### config.mk
export PLATFORM = sky130hd
export DESIGN_NAME = pccd_top
export DESIGN_NICKNAME = d
export VERILOG_FILES = /design/src/logic/pccd_pkg.sv /design/src/logic/pccd_top.sv
export VERILOG_INCLUDE_DIRS = /design/src /design/src/logic
export SDC_FILE = /design/constraint.sdc
export NUM_CORES = 1
export LEC_CHECK = 0
export BUFFER_PORTS_ARGS = -buffer_cell sky130_fd_sc_hd__buf_2
export CELL_PAD_IN_SITES_DETAIL_PLACEMENT = 1
export CELL_PAD_IN_SITES_GLOBAL_PLACEMENT = 1
export CORE_UTILIZATION = 30
export CTS_CLUSTER_DIAMETER = 30
export DETAILED_ROUTE_END_ITERATION = 6
export PLACE_DENSITY = 0.71
export SLEW_MARGIN = 20
export SYNTH_ARGS = -nofsm -noshare
export SYNTH_HDL_FRONTEND = slang
export SYNTH_SLANG_ARGS = --single-unit
### constraint.sdc
create_clock -name mclk -period 3 [get_ports mclk]
set_input_delay 0.6 -clock mclk [delete_from_list [all_inputs] [get_ports mclk]]
set_output_delay 0.6 -clock mclk [all_outputs]
set_load 0.005 [all_outputs]
### src/logic/pccd_consts.svh
// Constants for the port controller command decoder: offsets, fields, codes, reset values
// =====================================================================
// How it works
// - Timer-expired alert bit ignores writes, reads zero
// - Source fast-swap alert bit ignores writes, reads zero
// - Sink fast-swap alert bit ignores writes, reads zero
// - Command register resets zero, cleared after acting
// - Code 0x22 turns presence and safe-zero detect off
// - Code 0x33 turns presence and safe-zero detect on
// - Code 0x66 stops sourcing, detection left alone
// - Code 0x77 sources default level, enables detect
// - Code 0x77 returns non-default level to default
// - Code 0x88 targets programmed level, only while sourcing
// - Code 0x99 restarts attach detection if roles equal
// - Code 0xAA clears receive-detect after next GoodCRC
// - Code 0xDD rewinds transmit pointer, invalidates contents
// - Code 0xEE rewinds receive pointer to one
// - Sink commands accepted and do nothing
// - Code 0x88 while not sourcing flags interface error
// - Code 0x22 while sourcing flags interface error
// - Command register reads zero, raises no error
`ifndef PCCD_CONSTS_SVH
`define PCCD_CONSTS_SVH

// =====================================================================
// Register map
`define PCCD_OFF_EXT_ALERT 8'h21
`define PCCD_OFF_PORT_CMD 8'h23
`define PCCD_EXT_ALERT_RESET 8'h00
`define PCCD_PORT_CMD_RESET 8'h00
`define PCCD_READ_ZERO 8'h00

// =====================================================================
// Reserved alert field positions
`define PCCD_BIT_TIMER_EXPIRED 2
`define PCCD_BIT_SRC_FAST_SWAP 1
`define PCCD_BIT_SNK_FAST_SWAP 0

// =====================================================================
// Command codes
`define PCCD_CMD_NONE 8'h00
`define PCCD_CMD_DETECT_OFF 8'h22
`define PCCD_CMD_DETECT_ON 8'h33
`define PCCD_CMD_SINK_OFF 8'h44
`define PCCD_CMD_SINK_ON 8'h55
`define PCCD_CMD_SRC_STOP 8'h66
`define PCCD_CMD_SRC_DEFAULT 8'h77
`define PCCD_CMD_SRC_PROGRAMMED 8'h88
`define PCCD_CMD_RESTART_ATTACH 8'h99
`define PCCD_CMD_STOP_RX_NEXT_ACK 8'hAA
`define PCCD_CMD_TX_REWIND 8'hDD
`define PCCD_CMD_RX_REWIND 8'hEE

// =====================================================================
// Buffer pointer values
`define PCCD_PTR_START 8'h01
`define PCCD_PTR_RESET 8'h01

`endif

### src/logic/pccd_pkg.sv
// Types shared by the port controller command decoder
`include "pccd_consts.svh"

package pccd_pkg;

  // =====================================================================
  // Register access request from the controller interface
  typedef struct packed {
    logic [7:0] addr;
    logic [7:0] wdata;
    logic wr;
    logic rd;
  } pccd_reg_req_s;

  // =====================================================================
  // Complete state of the decoder
  typedef struct packed {
    logic [7:0] cmd;
    logic [7:0] rdata;
    logic det_en;
    logic src_on;
    logic src_nondef;
    logic rx_stop_armed;
    logic iface_err;
    logic [7:0] tx_ptr;
    logic [7:0] rx_ptr;
    logic tx_valid;
    logic restart_pulse;
    logic rx_detect_clr;
    logic tx_rew_pulse;
    logic rx_rew_pulse;
  } pccd_state_s;

endpackage

### src/logic/pccd_top.sv
// Command decoder of the port controller with its register port
`timescale 1ns/1ps
`include "pccd_consts.svh"

module pccd_top (
  input wire logic mclk,
  input wire logic rst,
  input wire pccd_pkg::pccd_reg_req_s reg_req,
  output logic [7:0] reg_rdata,
  input wire logic [1:0] cc_line_one_role,
  input wire logic [1:0] cc_line_two_role,
  input wire logic goodcrc_sent,
  input wire logic tx_buf_loaded,
  input wire logic tx_byte_push,
  input wire logic rx_byte_pop,
  input wire logic iface_error_clr,
  output logic bus_presence_detect_enable,
  output logic bus_sourcing_on,
  output logic bus_level_programmed,
  output logic restart_attach_detection,
  output logic stop_rx_armed,
  output logic rx_detect_clear,
  output logic tx_pointer_rewind,
  output logic rx_pointer_rewind,
  output logic [7:0] tx_ptr,
  output logic [7:0] rx_ptr,
  output logic tx_buf_valid,
  output logic iface_error
);
  import pccd_pkg::*;

  // =====================================================================
  // Helpers

  // True when a request addresses a given register
  function automatic logic reg_hit(input logic [7:0] addr, input logic [7:0] off);
    reg_hit = (addr == off);
  endfunction

  pccd_state_s state_reg;
  pccd_state_s state_next;
  logic cmd_wr;
  logic ext_wr;
  logic roles_match;

  // Decoded write strobes; the alert register write is decoded only to be dropped
  assign cmd_wr = reg_req.wr && reg_hit(reg_req.addr, `PCCD_OFF_PORT_CMD);
  assign ext_wr = reg_req.wr && reg_hit(reg_req.addr, `PCCD_OFF_EXT_ALERT);
  assign roles_match = (cc_line_one_role == cc_line_two_role);

  // =====================================================================
  // Next-state logic
  // A command written at one edge is acted on at the following edge,
  // which also clears the register unless a new write lands in that cycle.
  always_comb
  begin
    state_next = state_reg;
    state_next.restart_pulse = 1'b0;
    state_next.rx_detect_clr = 1'b0;
    state_next.tx_rew_pulse = 1'b0;
    state_next.rx_rew_pulse = 1'b0;

    // Every mapped and unmapped read returns zero; the alert bits are reserved
    if (reg_req.rd)
    begin
      state_next.rdata = `PCCD_READ_ZERO;
    end

    // Buffer pointer movement from the buffer logic
    if (tx_byte_push)
    begin
      state_next.tx_ptr = state_reg.tx_ptr + 8'h01;
    end
    if (rx_byte_pop)
    begin
      state_next.rx_ptr = state_reg.rx_ptr + 8'h01;
    end
    if (tx_buf_loaded)
    begin
      state_next.tx_valid = 1'b1;
    end

    // Armed receive stop fires once on the next GoodCRC sent
    if (state_reg.rx_stop_armed && goodcrc_sent)
    begin
      state_next.rx_detect_clr = 1'b1;
      state_next.rx_stop_armed = 1'b0;
    end

    // Software clear of the error flag; a new error below overrides it
    if (iface_error_clr)
    begin
      state_next.iface_err = 1'b0;
    end

    // Act on the held command code
    unique case (state_reg.cmd)
      `PCCD_CMD_DETECT_OFF:
      begin
        if (state_reg.src_on)
        begin
          state_next.iface_err = 1'b1;
        end
        else
        begin
          state_next.det_en = 1'b0;
        end
      end
      `PCCD_CMD_DETECT_ON:
      begin
        state_next.det_en = 1'b1;
      end
      `PCCD_CMD_SRC_STOP:
      begin
        state_next.src_on = 1'b0;
        state_next.src_nondef = 1'b0;
      end
      `PCCD_CMD_SRC_DEFAULT:
      begin
        state_next.src_on = 1'b1;
        state_next.det_en = 1'b1;
        state_next.src_nondef = 1'b0;
      end
      `PCCD_CMD_SRC_PROGRAMMED:
      begin
        if (state_reg.src_on)
        begin
          state_next.src_nondef = 1'b1;
        end
        else
        begin
          state_next.iface_err = 1'b1;
        end
      end
      `PCCD_CMD_RESTART_ATTACH:
      begin
        // Mismatched roles leave detection untouched
        state_next.restart_pulse = roles_match;
      end
      `PCCD_CMD_STOP_RX_NEXT_ACK:
      begin
        state_next.rx_stop_armed = 1'b1;
      end
      `PCCD_CMD_TX_REWIND:
      begin
        state_next.tx_ptr = `PCCD_PTR_START;
        state_next.tx_valid = 1'b0;
        state_next.tx_rew_pulse = 1'b1;
      end
      `PCCD_CMD_RX_REWIND:
      begin
        state_next.rx_ptr = `PCCD_PTR_START;
        state_next.rx_rew_pulse = 1'b1;
      end
      `PCCD_CMD_SINK_OFF, `PCCD_CMD_SINK_ON:
      begin
        // Source-only port: accepted, nothing to do
        state_next.cmd = `PCCD_CMD_NONE;
      end
      default:
      begin
        // Idle code or an unknown one: no action
        state_next.cmd = `PCCD_CMD_NONE;
      end
    endcase

    // Clear after acting; a same-cycle write is kept so no command is lost
    state_next.cmd = `PCCD_CMD_NONE;
    if (cmd_wr)
    begin
      state_next.cmd = reg_req.wdata;
    end
    // Writes to the reserved alert register change nothing
    if (ext_wr)
    begin
      state_next.rdata = state_next.rdata;
    end
  end

  // =====================================================================
  // State register
  always_ff @(posedge mclk)
  begin
    if (rst)
    begin
      state_reg <= '0;
      state_reg.cmd <= `PCCD_PORT_CMD_RESET;
      state_reg.rdata <= `PCCD_EXT_ALERT_RESET;
      state_reg.tx_ptr <= `PCCD_PTR_RESET;
      state_reg.rx_ptr <= `PCCD_PTR_RESET;
    end
    else
    begin
      state_reg <= state_next;
    end
  end

  // =====================================================================
  // Outputs, all straight from flip-flops
  assign reg_rdata = state_reg.rdata;
  assign bus_presence_detect_enable = state_reg.det_en;
  assign bus_sourcing_on = state_reg.src_on;
  assign bus_level_programmed = state_reg.src_nondef;
  assign restart_attach_detection = state_reg.restart_pulse;
  assign stop_rx_armed = state_reg.rx_stop_armed;
  assign rx_detect_clear = state_reg.rx_detect_clr;
  assign tx_pointer_rewind = state_reg.tx_rew_pulse;
  assign rx_pointer_rewind = state_reg.rx_rew_pulse;
  assign tx_ptr = state_reg.tx_ptr;
  assign rx_ptr = state_reg.rx_ptr;
  assign tx_buf_valid = state_reg.tx_valid;
  assign iface_error = state_reg.iface_err;
endmodule

# [After elaboration in Yosys (flattened, before gate mapping)]
# Index checks and enable logic that the tools add are counted.
[classes] addsub=2 mul=0 div_mod_pow=0 magnitude_cmp=0 n_eq_ne=13 n_shift=0 muxes=14 bitwise_logic=2 reduce_logical=14
[ops] op="$eq 8x8->1 const B" n=5
[ops] op="$eq 8x6->1 const B" n=3
[ops] op="$add 8x1->8 const B" n=2
[ops] op="$eq 8x7->1 const B" n=2
[ops] op="$reduce_or 2->1" n=6
[ops] op="$mux 1" n=10
[ops] op="$pmux 1 s2" n=4
[ops] op="$reduce_bool 2->1" n=4
[ops] op="$ne 2x2->1 const B" n=2
[ops] op="$reduce_and 2->1" n=2
[ops] op="$eq 2x2->1" n=1
[ops] op="$logic_and 1x1->1" n=2
[ops] op="$not 1->1" n=2
[word_totals] reg_bits=34 latch_bits=0 ram_bits=0 rom_bits=0 out_inout_bits=34 memories=0

# [Logic depth before layout (Yosys ltp)]
[logic_depth] word_depth=4 mapped_depth=4 ltp_nobuf=4

# [Worst setup path after synthesis]
# Ideal clock, no wire load.
[synth_timing] kind="input to register" startpoint="in rx_byte_pop" endpoint="reg, netlist name rx_ptr[6]" setup_time_ns=0.071 t_arrival_ns=1.411 t_required_ns=2.929 slack_ns=1.518 cell_stages=4 path_buffers=1 path_cell_list="clkbuf_1 -> nand2_1 -> or3_1 -> a21oi_1"
[synth_lines] item="from (decl)" line_no="pccd_top.sv:15" rtl="input wire logic rx_byte_pop,"

# [Worst setup path after layout]
[layout_timing] startpoint="reg, netlist name rx_ptr[0]" endpoint="out rx_ptr[0]"
[layout_lines] item="to (decl)" line_no="pccd_top.sv:26" rtl="output logic [7:0] rx_ptr,"
# No word-level cell between the ends.

==> summary by stage <==
Layout
The repair_antennas step left the layout with diodes totalling 0. The multi-input combinational cells in the finished layout cover a total of 716 um2. The post-synthesis to final-layout area growth is 17.5%. In the layout the commonest cells are sky130_fd_sc_hd__buf_2 (53), sky130_fd_sc_hd__dfxtp_1 (34), sky130_fd_sc_hd__nor2_1 (14), sky130_fd_sc_hd__nand4_1 (9).

The share of cells above drive strength 1 is 30.1%. In the final layout, flip-flops and latches occupy between 600 and 700 um2. The most common cell after layout, fill and taps aside is sky130_fd_sc_hd__buf_2. The final net count is ~240. The number of standard cells in the layout, taps in and fillers out is between 200 and 300. The total of fill cells in the finished design is 613.

Routing
After detailed routing, the number of vias per cell comes to between 4 and 5. The total via count in the routed design is 1278. The total wire length is between 3000 and 4000 um. The first-pass iteration count of the detailed router is 4.

The detail route stage leaves a number of antenna-violating nets equal to 0. The mean routed wirelength per cell is roughly 11 um. The number of design-rule violations left by the first detailed-router iteration is 30. For this run, design rule violations remaining after detail routing come to 0.

Die
The die outline height is approximately 74 um. Measured along the x axis, the die boundary spans between 70 and 80 um. The core footprint is just under 0.005 mm2.

The die covers 0.00551 mm2. The initial utilization of the core area, before any placement, comes to between 30% and 40%. between 60 and 70 I/O pins were placed. The total number of placement rows is 25.

Setup path
The launching instance or port of the critical path is rx_ptr[0]$_SDFFE_PP1P_. At the worst endpoint, the arrival time is 0.89 ns. The worst flop-to-flop path startpoint is state_reg[36]$_SDFF_PP0_. The slack of the worst reg-to-reg path is ~1.5 ns. The depth of the worst register-to-register path is 3. The slowest stage of the critical path belongs to the cell sky130_fd_sc_hd__dfxtp_1. In this run the worst path has a maximum fanout of 6. STA classifies the critical path endpoint as an output pin.

The critical path goes through buf_2. Together, buffers and inverters on the worst path number 1. Data on the critical path is required at its endpoint by 2.40 ns.

The critical path in this run is classified as reg2out. The worst setup path is launched from a flip-flop. The reg-to-reg endpoint is tx_ptr[4]$_SDFFE_PP0P_.

On the critical path the largest part of the delay comes from flip-flops. In this design, the stage delay of the slowest critical-path cell is 0.45 ns.

Timing
Headroom to the max-slew limit came out at 54.5%. The final count of pins violating max slew is 0. Setup repair after global routing left no endpoint under its margin. Setup violations remaining at the end of the flow were counted as 0. Setup total negative slack on the finished layout was measured at 0 ns. Clock skew on the completed layout was measured at 0.00627 ns. The total count of hold-check failures in the final report is 0. For this run, the top clock speed supported by timing is 669 MHz. The post-route fraction of the period consumed by the critical path is roughly 50%. The minimum period implied by the final worst setup slack is ~1.5 ns. For the pin with the worst max-slew slack, the measured transition is ~0.68 ns.

Run
The total of max-cap violations is 0.

Yosys
The sequential-to-total area share from yosys stat is 43.5%. In this run, distinct cell masters in the synthesized netlist total 35. In this run, synthesis produced a sequential element count of 34. Summing every instance area after synthesis gives 0.00157 mm2. Synthesis handed over a netlist of 168 instances.

The average footprint of a synthesized cell is 9.32 um2. The number of warnings reported in the yosys synthesis log is 0.

GRT
Global routing used 12.2% of the available tracks. The number of antenna violations at the first check in global routing came to 0. Entering global routing, the biggest net connects 13 pins.

The number of global-route vias before repair is 1156. The global-route wire length before repair is 5060 um. Global routing finished with a remaining overflow of 0.

Min path
The source of the worst hold timing path is stop_rx_armed$_SDFFE_PP0P_. The tightest min-delay check is of the reg2reg type. The hold-critical path endpoint is rx_detect_clear$_SDFF_PP0_. The hold-critical path depth is 2.

Clocking
The total clock buffers created by CTS is 5. The clock latency on the worst-skew pair is 0.28 ns. Hold repair after CTS inserted 0 buffers. The number of clock sinks is 34. After clock tree synthesis, the clock-pin slew on the worst setup and hold paths is 0.07 ns. The number of buffers inserted to repair setup after CTS is 0.

Post-CTS repair changed the size of 0 cells. The worst-case clock buffer depth is 2. TritonCTS built the clock tree. The buffer cell driving the clock tree root is sky130_fd_sc_hd__clkbuf_8. The number of levels the H-tree was split into is 2.

Pwr
The power density over the cells is 481 mW/mm2. The worst-case IR drop observed on VDD is 185 uV. The analysis attributes to cell leakage a power of 0.771 nW.

Placement
The HPWL after detailed placement is between 2000 and 2500 um. The count of placed standard cells including taps is 268. The congestion estimate from routability-driven global placement came to ~0.71. The quantity of I/O buffers inserted on ports is 53.

Outcome
The run finished with clean final reports.
==> Yosys cell counts <==
cell type                   number  share of area, %
sky130_fd_sc_hd__or3_1           7               2.8
sky130_fd_sc_hd__nand3b_1        1              0.48
sky130_fd_sc_hd__xor2_1          7               3.9
sky130_fd_sc_hd__and4_1          1              0.56
sky130_fd_sc_hd__inv_1           1              0.24
sky130_fd_sc_hd__nor2b_1         1              0.40
sky130_fd_sc_hd__buf_2           1              0.32
sky130_fd_sc_hd__nand2b_1        3               1.2
sky130_fd_sc_hd__o21ai_0         7               2.2
sky130_fd_sc_hd__nor2_1         14               3.4
sky130_fd_sc_hd__xnor2_1         4               2.2
sky130_fd_sc_hd__and4b_1         1              0.64
sky130_fd_sc_hd__nand4_1         9               3.6
sky130_fd_sc_hd__clkbuf_1        2              0.48
sky130_fd_sc_hd__a31oi_1         3               1.2
sky130_fd_sc_hd__nor3_1          5               1.6
sky130_fd_sc_hd__or4_1           1              0.48
sky130_fd_sc_hd__nor4_1          2              0.80
sky130_fd_sc_hd__ha_1            2               1.6
sky130_fd_sc_hd__a21oi_1         8               2.6
sky130_fd_sc_hd__nand2_1         4              0.96
sky130_fd_sc_hd__nand3_1         5               1.6
sky130_fd_sc_hd__mux2i_1         2               1.3
sky130_fd_sc_hd__nand4bb_1       2               1.4
sky130_fd_sc_hd__buf_4          24                12
sky130_fd_sc_hd__o21bai_1        2              0.96
sky130_fd_sc_hd__nand4bb_4       1               1.8
sky130_fd_sc_hd__dfxtp_1        34                43
sky130_fd_sc_hd__a41oi_1         1              0.56
sky130_fd_sc_hd__and2_1          8               3.2
sky130_fd_sc_hd__nor4bb_1        1              0.64
sky130_fd_sc_hd__or2_2           1              0.40
sky130_fd_sc_hd__and4bb_2        1              0.80
sky130_fd_sc_hd__nor4b_1         1              0.56
sky130_fd_sc_hd__conb_1          1              0.24
==> through the flow <==
step	power, W	instance area (um2)	worst slack [ns]	hold WS, ns	util, %
after detailed placement	0.000552	1750	1.41	0.431	35.8
after global routing	0.000931	1840	1.36	0.461	37.7
after global placement	0.000549	1750	1.44	0.433	35.8
final	0.000885	1840	1.51	0.439	37.7
after CTS	0.000902	1840	1.47	0.443	37.7
after floorplan	0.000536	1590	1.52	0.434	-
==> worst max-delay path by stage <==
stage                                   to  slack, ns  depth (start not counted)
floorplan           rx_ptr[6]$_SDFFE_PP0P_       1.52                          4
global placement    tx_ptr[7]$_SDFFE_PP0P_       1.44                          4
detailed placement  tx_ptr[7]$_SDFFE_PP0P_       1.41                          4
CTS                 tx_ptr[4]$_SDFFE_PP0P_       1.47                          3
global route        tx_ptr[4]$_SDFFE_PP0P_       1.36                          3
finish                           rx_ptr[0]       1.51                          1
==> metal layers <==
layer	GRT usage [%]	up-vias	share of wire (%)
li1	-	639	-
met1	13.9	587	42
met2	20.4	44	49
met3	3.66	8	5.8
met4	6.92	0	2.2
met5	0	-	0
==> area by class of cell <==
class                   count  area share (%)
multi-input cells         113            38.9
inverters                   1           0.204
flip-flops and latches     34            37.0
clock inverters             1           0.272
clock buffers               7            4.69
repair buffers             53            14.4
well taps                  67            4.55
==> cells by family (layout without fill, tap and decap cells) <==
logic type | count (synthesis) | count (layout) | share of synthesized area, %
AOI/OAI and AO/OA | 21 | 21 | 7.51
DFF | 34 | 34 | 43.5
buffers and inverters | 28 | 62 | 12.5
other | 1 | 8 | 0.239
muxes | 2 | 2 | 1.28
adders and majority gates | 2 | 2 | 1.60
and+or+nand+nor | 69 | 69 | 27.2
xor gates and xnor gates | 11 | 11 | 6.15
==> where the power goes <==
group	switching, W	internal [W]
registers	0.0000127	0.000461
clock network	0.000159	0.000185
logic	0.0000316	0.0000348
No activity file was read; power rests on OpenSTA's default activity.
